**src/psf_pkg.sv**
```systemverilog
// Constants, field layout and carrier types of the PIN state and file
// activation command handler.
// Assumes a single 50 MHz clock domain shared by all users of the package.
package psf_pkg;

  // ==========================================================
  // Retry counters and parameter codes
  localparam logic [1:0] PIN_INIT_TRIES = 2'h3; // Initial PIN attempts
  localparam logic [3:0] UNBLK_INIT_TRIES = 4'ha; // Initial unblock tries
  localparam logic [7:0] LC_EMPTY = 8'h00;
  localparam logic [7:0] LC_ENABLE = 8'h08; // Enable carries 8 bytes
  localparam logic [7:0] LC_UNBLOCK = 8'h10; // Unblock value + new PIN
  localparam logic [7:0] P1_ZERO = 8'h00;
  localparam logic [7:0] P1_PATH_ROOT = 8'h08; // Path from root_file
  localparam logic [7:0] P1_PATH_DF = 8'h09; // Path from directory_file
  localparam logic [7:0] USE_QUAL_NONE = 8'h00; // Do-not-use qualifier

  // ==========================================================
  // Status words
  localparam logic [15:0] SW_OK = 16'h9000;
  localparam logic [11:0] SW_RETRY_BASE = 12'h63c; // Low nibble = tries
  localparam logic [15:0] SW_BLOCKED = 16'h6983;
  localparam logic [15:0] SW_COND = 16'h6985;
  localparam logic [15:0] SW_SECURITY = 16'h6982;
  localparam logic [15:0] SW_BAD_LEN = 16'h6700;
  localparam logic [15:0] SW_BAD_P1P2 = 16'h6a86;
  localparam logic [15:0] SW_NO_FILE = 16'h6a82;
  localparam logic [15:0] SW_NO_REF = 16'h6a88;
  localparam logic [15:0] SW_INVALID = 16'h6283;

  // ==========================================================
  // Register offsets (byte addresses) and field positions
  localparam logic [7:0] REG_CTRL = 8'h00;
  localparam logic [7:0] REG_SEL = 8'h04;
  localparam logic [7:0] REG_PIN_LO = 8'h08;
  localparam logic [7:0] REG_PIN_HI = 8'h0c;
  localparam logic [7:0] REG_UNBLK_LO = 8'h10;
  localparam logic [7:0] REG_UNBLK_HI = 8'h14;
  localparam logic [7:0] REG_PIN_STAT = 8'h18;
  localparam logic [7:0] REG_FILE_CFG = 8'h1c;
  localparam logic [7:0] REG_CURSOR = 8'h20;
  localparam int CTRL_FORMAT_BIT = 0;
  localparam int SEL_FILE_LSB = 8;
  localparam int STAT_UCNT_LSB = 4;
  localparam int STAT_EN_BIT = 8;
  localparam int STAT_BLK_BIT = 9;
  localparam int STAT_UBLK_BIT = 10;
  localparam int STAT_VER_BIT = 11;
  localparam int STAT_QUAL_LSB = 16;
  localparam int FCFG_DEACT_OK_BIT = 16;
  localparam int FCFG_ACT_OK_BIT = 17;
  localparam int FCFG_DEACT_BIT = 18;
  localparam int CUR_DF_LSB = 16;

  // ==========================================================
  // Carrier types
  typedef enum logic [2:0] {
    PSF_ENABLE = 3'b000,
    PSF_UNBLOCK = 3'b001,
    PSF_DEACT = 3'b010,
    PSF_ACT = 3'b011,
    PSF_FILE_OP = 3'b100
  } psf_kind_t;

  typedef struct packed {
    psf_kind_t kind;
    logic [7:0] p1;
    logic [7:0] p2;
    logic [7:0] lc;
    logic [0:15][7:0] data; // data[0] is the first command byte
  } psf_cmd_t;

endpackage

```
**src/psf_handler.sv**
```systemverilog
// Card-side handler for PIN enable, PIN unblock and file (de)activation.
// Assumes framed commands arrive from logic on clk, one per cmd_valid pulse,
// and that software reaches the registers over a plain strobe port.
//
// How it works
// - Enable clears replacement key qualifier to 00
// - Enable refused when PIN enabled or blocked
// - Correct enable: counter 3, comparison on
// - Wrong enable: decrement counter; enable unchanged, block loads BLOCK_SETS_ENABLE
// - Three failures block; only unblock or format clears block
// - Blocked disabled grants, blocked enabled denies
// - Enable: P1 zero, eight data bytes
// - Unblock allowed unless unblock PIN blocked
// - Correct unblock: new PIN, counters reset, enable
// - Wrong unblock decrements, answers 63C9..63C1
// - Tenth failure blocks, 63C0; then 6983
// - Wrong unblock leaves PIN state untouched
// - Empty unblock reports remaining tries 63CX
// - Empty query on blocked unblock PIN answers
// - Unblock: empty or sixteen bytes, P1 zero
// - Deactivate marks file when condition met
// - Activate clears mark when condition met
// - Success makes target the current file
// - Failure keeps current files unchanged
// - Deactivated file refuses other operations
// - File commands: P2 zero, P1 selects target
// - Empty data, zero parameters: current file
// - P2 carries reference number 01 to NUM_PIN
module psf_handler #(
  parameter int NUM_PIN = 4,
  parameter int NUM_FILE = 8,
  parameter bit BLOCK_SETS_ENABLE = 1'b0,
  parameter logic [15:0] ROOT_FILE_ID = 16'h0001
) (
  input wire logic clk,
  input wire logic rst,
  input wire logic cmd_valid,
  input wire psf_pkg::psf_cmd_t cmd,
  output logic rsp_valid,
  output logic [15:0] rsp_sw,
  output logic [7:0] cur_ef,
  output logic [NUM_PIN-1:0] ac_granted,
  input wire logic [7:0] reg_addr,
  input wire logic [31:0] reg_wdata,
  input wire logic reg_wr,
  input wire logic reg_rd,
  output logic [31:0] reg_rdata
);
  localparam int PW = (NUM_PIN > 1) ? $clog2(NUM_PIN) : 1;
  localparam int FW = (NUM_FILE > 1) ? $clog2(NUM_FILE) : 1;
  // ==========================================================
  // Persistent state (kept across rst, cleared only by format)
  logic [63:0] pin_val_reg [NUM_PIN]; // Reference PIN values
  logic [63:0] unblk_val_reg [NUM_PIN]; // Reference unblock values
  logic [1:0] pin_cnt_reg [NUM_PIN]; // Remaining PIN attempts
  logic [3:0] unblk_cnt_reg [NUM_PIN]; // Remaining unblock attempts
  logic [NUM_PIN-1:0] pin_en_reg; // Comparison required
  logic [NUM_PIN-1:0] pin_blk_reg; // PIN blocked
  logic [NUM_PIN-1:0] unblk_blk_reg; // Unblock PIN blocked
  logic [7:0] qual_reg [NUM_PIN]; // Replacement key usage qualifier
  logic [15:0] file_id_reg [NUM_FILE]; // Identifier of each file
  logic [NUM_FILE-1:0] deact_ok_reg; // Deactivate condition met
  logic [NUM_FILE-1:0] act_ok_reg; // Activate condition met
  logic [NUM_FILE-1:0] file_deact_reg; // Life-cycle deactivated flag
  // Session state
  logic [NUM_PIN-1:0] verified_reg; // Access level reached this session
  logic [FW-1:0] cur_ef_reg; // Current elementary_file
  logic [15:0] cur_df_reg; // Current directory_file
  logic [PW-1:0] sel_pin_reg; // Register window onto one PIN
  logic [FW-1:0] sel_file_reg; // Register window onto one file
  logic rsp_valid_reg;
  logic [15:0] rsp_sw_reg;
  logic [31:0] rdata_reg;
  logic [NUM_PIN-1:0] ac_reg;
  // ==========================================================
  // Command decode
  logic [15:0] sw_next; // Status word to answer
  logic pin_ok; // Reference number valid
  logic [PW-1:0] pidx; // Addressed PIN
  logic pin_match; // First eight bytes equal stored value
  logic en_good; // Enable with correct PIN
  logic en_bad; // Enable with wrong PIN
  logic ub_good; // Unblock with correct value
  logic ub_bad; // Unblock with wrong value
  logic file_do; // (De)activation takes effect
  logic [FW-1:0] fidx; // Target file
  logic [63:0] first8; // Bytes 1..8 of data
  logic [63:0] second8; // Bytes 9..16 of data
  logic [15:0] tgt_id; // Identifier named by the data field
  logic found; // Target identifier exists
  logic [1:0] pin_dec; // Counter after a failure
  logic [3:0] unblk_dec; // Unblock counter after a failure
  logic [3:0] lc_idx; // Index of the last path byte pair
  // Data halves and addressed PIN
  always_comb begin
    first8 = cmd.data[0:7];
    second8 = cmd.data[8:15];
    pin_ok = (cmd.p2[6:5] == 2'h0) && (cmd.p2[4:0] != 5'h00) &&
             ({27'h0, cmd.p2[4:0]} <= NUM_PIN);
    pidx = PW'(cmd.p2[4:0] - 5'h01);
    pin_match = (first8 == pin_val_reg[pidx]);
    pin_dec = pin_cnt_reg[pidx] - 2'h1;
    unblk_dec = unblk_cnt_reg[pidx] - 4'h1;
  end
  // Target file lookup; the last two data bytes name the file
  always_comb begin
    lc_idx = 4'(cmd.lc - 8'h02);
    tgt_id = {cmd.data[lc_idx], cmd.data[4'(lc_idx + 4'h1)]};
    found = 1'b0;
    fidx = cur_ef_reg;
    if (cmd.lc == psf_pkg::LC_EMPTY) begin
      found = 1'b1;
    end else begin
      for (int i = NUM_FILE - 1; i >= 0; i--) begin
        if (file_id_reg[i] == tgt_id) begin
          found = 1'b1;
          fidx = FW'(i);
        end
      end
    end
  end
  // Evaluate one command; any rejection leaves every flag untouched
  always_comb begin
    sw_next = psf_pkg::SW_OK;
    en_good = 1'b0;
    en_bad = 1'b0;
    ub_good = 1'b0;
    ub_bad = 1'b0;
    file_do = 1'b0;
    unique case (cmd.kind)
      psf_pkg::PSF_ENABLE: begin
        if (cmd.lc != psf_pkg::LC_ENABLE) begin
          sw_next = psf_pkg::SW_BAD_LEN;
        end else if (cmd.p1 != psf_pkg::P1_ZERO) begin
          sw_next = psf_pkg::SW_BAD_P1P2;
        end else if (!pin_ok) begin
          sw_next = psf_pkg::SW_NO_REF;
        end else if (pin_blk_reg[pidx]) begin
          sw_next = psf_pkg::SW_BLOCKED;
        end else if (pin_en_reg[pidx]) begin
          sw_next = psf_pkg::SW_COND;
        end else if (pin_match) begin
          en_good = 1'b1;
        end else begin
          en_bad = 1'b1;
          sw_next = {psf_pkg::SW_RETRY_BASE, 2'h0, pin_dec};
        end
      end
      psf_pkg::PSF_UNBLOCK: begin
        if (cmd.p1 != psf_pkg::P1_ZERO) begin
          sw_next = psf_pkg::SW_BAD_P1P2;
        end else if (!pin_ok) begin
          sw_next = psf_pkg::SW_NO_REF;
        end else if (cmd.lc == psf_pkg::LC_EMPTY) begin
          // Query answers whatever the PIN blocked state; a blocked unblock PIN answers 6983
          if (unblk_blk_reg[pidx]) begin
            sw_next = psf_pkg::SW_BLOCKED;
          end else begin
            sw_next = {psf_pkg::SW_RETRY_BASE, unblk_cnt_reg[pidx]};
          end
        end else if (cmd.lc != psf_pkg::LC_UNBLOCK) begin
          sw_next = psf_pkg::SW_BAD_LEN;
        end else if (unblk_blk_reg[pidx]) begin
          sw_next = psf_pkg::SW_BLOCKED;
        end else if (first8 == unblk_val_reg[pidx]) begin
          ub_good = 1'b1;
        end else begin
          ub_bad = 1'b1;
          sw_next = {psf_pkg::SW_RETRY_BASE, unblk_dec};
        end
      end
      psf_pkg::PSF_DEACT, psf_pkg::PSF_ACT: begin
        if (cmd.p2 != psf_pkg::P1_ZERO) begin
          sw_next = psf_pkg::SW_BAD_P1P2;
        end else if (cmd.p1 != psf_pkg::P1_ZERO &&
                     cmd.p1 != psf_pkg::P1_PATH_ROOT &&
                     cmd.p1 != psf_pkg::P1_PATH_DF) begin
          sw_next = psf_pkg::SW_BAD_P1P2;
        end else if (cmd.lc == psf_pkg::LC_EMPTY &&
                     cmd.p1 != psf_pkg::P1_ZERO) begin
          sw_next = psf_pkg::SW_BAD_LEN;
        end else if (cmd.lc > psf_pkg::LC_UNBLOCK || cmd.lc[0] ||
                     (cmd.p1 == psf_pkg::P1_ZERO &&
                      cmd.lc > psf_pkg::LC_EMPTY &&
                      cmd.lc != 8'h02)) begin
          sw_next = psf_pkg::SW_BAD_LEN;
        end else if (!found) begin
          sw_next = psf_pkg::SW_NO_FILE;
        end else if (cmd.kind == psf_pkg::PSF_DEACT ? !deact_ok_reg[fidx]
                                                    : !act_ok_reg[fidx]) begin
          sw_next = psf_pkg::SW_SECURITY;
        end else begin
          file_do = 1'b1;
        end
      end
      psf_pkg::PSF_FILE_OP: begin
        // Any other operation on the current file is gated here
        if (file_deact_reg[cur_ef_reg]) begin
          sw_next = psf_pkg::SW_INVALID;
        end
      end
      default: begin
        sw_next = psf_pkg::SW_BAD_P1P2; // Unused kind codes
      end
    endcase
  end
  // ==========================================================
  // Register port decode
  logic wr_ctrl;
  logic format; // Reinitialise persistent state
  assign wr_ctrl = reg_wr && (reg_addr == psf_pkg::REG_CTRL);
  assign format = wr_ctrl && reg_wdata[psf_pkg::CTRL_FORMAT_BIT];
  // Command effects, valid only with cmd_valid
  logic do_en_good, do_en_bad, do_ub_good, do_ub_bad, do_file;
  assign do_en_good = cmd_valid && en_good;
  assign do_en_bad = cmd_valid && en_bad;
  assign do_ub_good = cmd_valid && ub_good;
  assign do_ub_bad = cmd_valid && ub_bad;
  assign do_file = cmd_valid && file_do;
  // ==========================================================
  // PIN state: not cleared by rst so counts carry across sessions
  always_ff @(posedge clk) begin
    if (format) begin
      for (int i = 0; i < NUM_PIN; i++) begin
        pin_cnt_reg[i] <= psf_pkg::PIN_INIT_TRIES;
        unblk_cnt_reg[i] <= psf_pkg::UNBLK_INIT_TRIES;
        qual_reg[i] <= psf_pkg::USE_QUAL_NONE;
        pin_val_reg[i] <= 64'h0;
        unblk_val_reg[i] <= 64'h0;
      end
      pin_en_reg <= '0;
      pin_blk_reg <= '0;
      unblk_blk_reg <= '0;
    end
    if (cmd_valid) begin // A command beats a same-cycle format
      if (do_en_good) begin
        pin_cnt_reg[pidx] <= psf_pkg::PIN_INIT_TRIES;
        pin_en_reg[pidx] <= 1'b1;
        qual_reg[pidx] <= psf_pkg::USE_QUAL_NONE;
      end
      if (do_en_bad) begin
        pin_cnt_reg[pidx] <= pin_dec;
        if (pin_dec == 2'h0) begin
          pin_blk_reg[pidx] <= 1'b1;
          pin_en_reg[pidx] <= BLOCK_SETS_ENABLE;
        end
      end
      if (do_ub_good) begin
        pin_val_reg[pidx] <= second8;
        unblk_cnt_reg[pidx] <= psf_pkg::UNBLK_INIT_TRIES;
        pin_cnt_reg[pidx] <= psf_pkg::PIN_INIT_TRIES;
        pin_en_reg[pidx] <= 1'b1;
        pin_blk_reg[pidx] <= 1'b0;
      end
      // A wrong unblock value touches only the unblock side
      if (do_ub_bad) begin
        unblk_cnt_reg[pidx] <= unblk_dec;
        if (unblk_dec == 4'h0) begin
          unblk_blk_reg[pidx] <= 1'b1;
        end
      end
    end else if (reg_wr) begin
      // Provisioning through the register window
      unique case (reg_addr)
        psf_pkg::REG_PIN_LO: pin_val_reg[sel_pin_reg][31:0] <= reg_wdata;
        psf_pkg::REG_PIN_HI: pin_val_reg[sel_pin_reg][63:32] <= reg_wdata;
        psf_pkg::REG_UNBLK_LO: unblk_val_reg[sel_pin_reg][31:0] <= reg_wdata;
        psf_pkg::REG_UNBLK_HI: unblk_val_reg[sel_pin_reg][63:32] <= reg_wdata;
        psf_pkg::REG_PIN_STAT: begin
          pin_en_reg[sel_pin_reg] <= reg_wdata[psf_pkg::STAT_EN_BIT];
          qual_reg[sel_pin_reg] <= reg_wdata[psf_pkg::STAT_QUAL_LSB +: 8];
        end
        default: begin
        end
      endcase
    end
  end
  // ==========================================================
  // Session verification and access condition output
  always_ff @(posedge clk) begin
    if (rst || format) begin
      verified_reg <= '0;
    end else begin
      if (do_en_good || do_ub_good) begin
        verified_reg[pidx] <= 1'b1;
      end
    end
  end
  // Disabled grants even when blocked; enabled needs a fresh verify
  always_ff @(posedge clk) begin
    if (rst) begin
      ac_reg <= '0;
    end else begin
      for (int i = 0; i < NUM_PIN; i++) begin
        ac_reg[i] <= !pin_en_reg[i] ||
                     (verified_reg[i] && !pin_blk_reg[i]);
      end
    end
  end
  // ==========================================================
  // File table: identifiers and access conditions set by software
  always_ff @(posedge clk) begin
    if (format) begin
      file_deact_reg <= '0;
      deact_ok_reg <= '0;
      act_ok_reg <= '0;
      for (int i = 0; i < NUM_FILE; i++) begin
        file_id_reg[i] <= 16'h0;
      end
    end
    if (do_file) begin
      // Reversible: activate simply clears the same flag
      file_deact_reg[fidx] <= (cmd.kind == psf_pkg::PSF_DEACT);
    end else if (reg_wr && reg_addr == psf_pkg::REG_FILE_CFG) begin
      file_id_reg[sel_file_reg] <= reg_wdata[15:0];
      deact_ok_reg[sel_file_reg] <= reg_wdata[psf_pkg::FCFG_DEACT_OK_BIT];
      act_ok_reg[sel_file_reg] <= reg_wdata[psf_pkg::FCFG_ACT_OK_BIT];
    end
  end
  // ==========================================================
  // Current file cursor; only rst, a successful file command or a REG_CURSOR write moves it
  always_ff @(posedge clk) begin
    if (rst) begin
      cur_ef_reg <= '0;
      cur_df_reg <= ROOT_FILE_ID;
    end else if (do_file) begin
      cur_ef_reg <= fidx;
    end else if (reg_wr && reg_addr == psf_pkg::REG_CURSOR) begin
      // Software moves the cursor through this register
      cur_ef_reg <= reg_wdata[FW-1:0];
      cur_df_reg <= reg_wdata[psf_pkg::CUR_DF_LSB +: 16];
    end
  end
  // Register window selectors
  always_ff @(posedge clk) begin
    if (rst) begin
      sel_pin_reg <= '0;
      sel_file_reg <= '0;
    end else if (reg_wr && reg_addr == psf_pkg::REG_SEL) begin
      sel_pin_reg <= reg_wdata[PW-1:0];
      sel_file_reg <= reg_wdata[psf_pkg::SEL_FILE_LSB +: FW];
    end
  end
  // ==========================================================
  // Answer: one cycle after the command
  always_ff @(posedge clk) begin
    if (rst) begin
      rsp_valid_reg <= 1'b0;
      rsp_sw_reg <= 16'h0000;
    end else begin
      rsp_valid_reg <= cmd_valid;
      rsp_sw_reg <= cmd_valid ? sw_next : 16'h0000;
    end
  end
  // Read data stand only in the cycle after the strobe
  always_ff @(posedge clk) begin
    if (rst || !reg_rd) begin
      rdata_reg <= 32'h0;
    end else begin
      rdata_reg <= 32'h0; // Unused bits of every word read zero
      unique case (reg_addr)
        psf_pkg::REG_SEL: begin
          rdata_reg[PW-1:0] <= sel_pin_reg;
          rdata_reg[psf_pkg::SEL_FILE_LSB +: FW] <= sel_file_reg;
        end
        psf_pkg::REG_PIN_STAT: begin
          rdata_reg[1:0] <= pin_cnt_reg[sel_pin_reg];
          rdata_reg[psf_pkg::STAT_UCNT_LSB +: 4] <=
            unblk_cnt_reg[sel_pin_reg];
          rdata_reg[psf_pkg::STAT_EN_BIT] <= pin_en_reg[sel_pin_reg];
          rdata_reg[psf_pkg::STAT_BLK_BIT] <= pin_blk_reg[sel_pin_reg];
          rdata_reg[psf_pkg::STAT_UBLK_BIT] <= unblk_blk_reg[sel_pin_reg];
          rdata_reg[psf_pkg::STAT_VER_BIT] <= verified_reg[sel_pin_reg];
          rdata_reg[psf_pkg::STAT_QUAL_LSB +: 8] <= qual_reg[sel_pin_reg];
        end
        psf_pkg::REG_FILE_CFG: begin
          rdata_reg[15:0] <= file_id_reg[sel_file_reg];
          rdata_reg[psf_pkg::FCFG_DEACT_OK_BIT] <= deact_ok_reg[sel_file_reg];
          rdata_reg[psf_pkg::FCFG_ACT_OK_BIT] <= act_ok_reg[sel_file_reg];
          rdata_reg[psf_pkg::FCFG_DEACT_BIT] <= file_deact_reg[sel_file_reg];
        end
        psf_pkg::REG_CURSOR: begin
          rdata_reg[FW-1:0] <= cur_ef_reg;
          rdata_reg[psf_pkg::CUR_DF_LSB +: 16] <= cur_df_reg;
        end
        default: begin
          // Values are write-only and unmapped offsets read zero
          rdata_reg <= 32'h0;
        end
      endcase
    end
  end
  assign rsp_valid = rsp_valid_reg;
  assign rsp_sw = rsp_sw_reg;
  assign cur_ef = 8'(cur_ef_reg);
  assign ac_granted = ac_reg;
  assign reg_rdata = rdata_reg;
endmodule

```
**config.mk**
```make
export PLATFORM = sky130hd
export DESIGN_NAME = psf_handler
export DESIGN_NICKNAME = d
export VERILOG_FILES = /design/src/psf_pkg.sv /design/src/psf_handler.sv
export SDC_FILE = /design/constraint.sdc
export NUM_CORES = 2
export LEC_CHECK = 0
export BUFFER_PORTS_ARGS = -buffer_cell sky130_fd_sc_hd__buf_2
export CORE_UTILIZATION = 56
export CTS_BUF_LIST = sky130_fd_sc_hd__clkbuf_4 sky130_fd_sc_hd__clkbuf_8
export CTS_CLUSTER_SIZE = 28
export DETAILED_ROUTE_END_ITERATION = 8
export PLACE_DENSITY = 0.71
export SETUP_SLACK_MARGIN = 0.2
export SYNTH_ARGS = -nofsm -noshare
export SYNTH_HDL_FRONTEND = slang
export SYNTH_SLANG_ARGS = --single-unit
```
**constraint.sdc**
```tcl
create_clock -name clk -period 10.2 [get_ports clk]
set_clock_uncertainty 0.1 [all_clocks]
set_input_delay 2.04 -clock clk [delete_from_list [all_inputs] [get_ports clk]]
set_output_delay 2.04 -clock clk [all_outputs]
set_load 0.005 [all_outputs]
```
==> reports/qor.csv <==
stage,metric,value,unit
logic_synthesis,synth.distinct_cells,75,
placed_design,portBuffers,253,
floorplan,dieArea,76800,um^2
critical_path,worst-path-max-fanout,21,
detailed_routing,dr.pass1.iters,6,
logic_synthesis,synth_top_cell_area_share,0.470,
power,ir_drop,0.0929,mV
clock_tree,clkTransAtPathRegs,0.06,ns
detailed_routing,drtAntennaViolNets,0,
critical_path,rrSetupSlack,4.78,ns
hold_path,worstHoldPathType,reg -> reg,
critical_path,crit_path_start_kind,primary input,
clock_tree,clock_latency,0.82,ns
detailed_routing,routed_wl,147,mm
global_route,grt_max_degree,74,
clock_tree,htree_levels,4,
logic_synthesis,ys_seq_elements,814,
logic_synthesis,synthTopCellsByArea,"edfxtp_1 47%, mux4_2 14%, dfxtp_1 7.1%",
critical_path,worst_ep_required_time,10.53,ns
floorplan,fp.dieW,277,um
detailed_routing,vias_per_cell,6.88,
sta,period_needed,8.74,ns
clock_tree,cts.repair.resized,0,
detailed_routing,vias,30200,
floorplan,die_y,277,um
clock_tree,numCtsBuffers,136,
global_route,antenna_found_initial,22,
power,power.density,155,nW/um^2
sta,tns,0,ns
logic_synthesis,yosysMostFrequentCell,edfxtp_1,
sta,rsz0062_at_grt,no,
sta,holdWs,0.357,ns
logic_synthesis,synth_warnings,0,
sta,maxSlewHeadroom,0.238,
floorplan,ios,261,
sta,setup_viol,0,
global_route,grt_pass1_vias,29300,
global_route,grt_pass1_wl,208,mm
cells_and_area,final_nets,3521,
sta,final_hold_viol_count,0,
critical_path,end_kind,flop,
clock_tree,cts-hold-fix-buffers,0,
outcome,status,completed,
critical_path,cp-startpoint,cmd[128],
floorplan,core-area,74700,um^2
global_route,grt_usage,0.381,
floorplan,initial_core_util,0.568,
cells_and_area,multiInputGateArea,18300,um^2
logic_synthesis,yosysTopAreaCell,edfxtp_1,
clock_tree,cts_setup_buffers,0,
sta,worst_pin_slew,1.12,ns
clock_tree,tritoncts,yes,
critical_path,rr_startpoint,file_id_reg[4][14],
placed_design,hpwl,99.9,mm
placed_design,gp_congestion,1.02,
logic_synthesis,postSynthAreaPerCell,13.5,um^2
clock_tree,cts_root_buffer,clkbuf_8,
sta,post-route-period-util,0.857,
power,leakage,0.0158,uW
logic_synthesis,synth_edf_count,664,
hold_path,min-delay-start,cur_df_reg[13],
cells_and_area,fillCellCount,5703,
floorplan,num_rows,100,
logic_synthesis,synth_ff_type,edfxtp_1,
global_route,grt.overflow.total,0,
clock_tree,cts_buffer_depth,3,
sta,fmax,114,MHz
sta,slew_viol_final,0,
logic_synthesis,async_flop_share,0,
cells_and_area,syn_to_final_growth,10.9,%
flow_run,maxCapViolations,0,
logic_synthesis,netlist_instances,3138,
logic_synthesis,synth_area,42400,um^2
clock_tree,clock-sinks,814,
detailed_routing,drt_iter0_markers,4252,
cells_and_area,seq_area,22900,um^2
logic_synthesis,synth_common_cells,"664 x edfxtp_1, 378 x and2_1, 265 x a22o_1",
detailed_routing,wl_per_cell,33.6,um
critical_path,worst-setup-path-type,in -> reg,
critical_path,critPathArrivalTime,9.06,ns
cells_and_area,drive_above_1_share,0.255,
logic_synthesis,ys_seq_area_frac,0.541,
detailed_routing,drcViolationCount,0,
-- metal layers --
| metal | wire (um) | global-route usage | up-vias |
|---|---|---|---|
| met4 | 8530 | 0.207 | 26 |
| li1 | - | - | 12400 |
| met1 | 52200 | 0.480 | 15100 |
| met2 | 68900 | 0.597 | 2225 |
| met5 | 161 | 0 | - |
| met3 | 17600 | 0.109 | 462 |
-- layout by cell type (no fill, tap or decap), drive strengths merged, types with 6 or more instances in the layout --
cell	synthesis	layout
a211oi	10	10
a21o	8	8
a21oi	83	83
a22o	265	265
a22oi	6	6
a31oi	11	11
and2	379	379
and3	15	15
buf	77	312
clkbuf	208	189
clkinv	0	42
conb	1	7
dfxtp	150	150
diode	0	7
edfxtp	664	664
ha	12	12
inv	22	28
mux2i	77	77
mux4	256	256
nand2	157	157
nand2b	16	16
nand3	71	71
nand4	62	62
nor2	76	76
nor2b	9	9
nor3	35	35
nor4	43	43
o21ai	47	47
o22ai	20	20
or2	17	17
or3	9	9
xnor2	197	197
xor2	66	66
-- through the flow --
step,setup slack [ns],cell area [um^2],instances,power [uW],utilization
2_1_floorplan,1.77,42400,3144,4100,-
3_3_place_gp,1.17,44300,4140,4410,0.594
3_5_place_dp,0.920,44300,4140,4410,0.594
4_1_cts,1.73,47000,4383,7270,0.629
5_1_grt,1.21,47000,4388,7450,0.630
6_report,1.46,47000,4390,7280,0.630
-- critical path: stages --
cell	delay (ns)
buf_4	0.13
inv_1	0.09
ha_2	0.83
buf_4	0.36
mux4_2	0.23
mux2i_1	0.09
mux2i_2	0.91
xnor2_1	0.20
nand4_1	0.14
nor4_2	0.67
nor2_1	0.34
and2_1	0.33
a311o_1	0.38
o41ai_1	0.31
nor4_1	0.15
o21a_1	0.45
nor4_4	0.84
or2_2	0.51
-- final timing paths --
kind	cells past startpoint	end
setup / recovery	18	file_id_reg[1][0]
hold reg to reg	1	reg_rdata[29]
hold / removal	1	reg_rdata[29]
setup reg to reg	11	file_id_reg[1][0]
-- layout make-up --
cell class	instances	area share
inverter	22	0.00176
clock inverter	54	0.00838
sequential	814	0.488
multi-input combinational	2023	0.390
tap	969	0.0258
clock buffer	189	0.0487
timing repair buffer	312	0.0374
antenna	7	0.000372
-- where the power goes --
| group | total [uW] | internal, uW | leakage [uW] | switching [uW] |
|---|---|---|---|---|
| Sequential | 3550 | 3550 | 0.00717 | 3.26 |
| Clock | 2910 | 1520 | 0.00141 | 1390 |
| Combinational | 813 | 303 | 0.00719 | 509 |
-- cell families after synthesis --
group           count (synthesis)  synth area share
simple gates                  907             0.121
flops                         814             0.541
compound gates                496            0.0884
mux                           338             0.159
buf+inv                       307            0.0312
xor+xnor                      263            0.0557
fa+ha+maj                      12           0.00354
other cells                     1         0.0000884
Note: power is estimated with default switching activity, not from simulation.
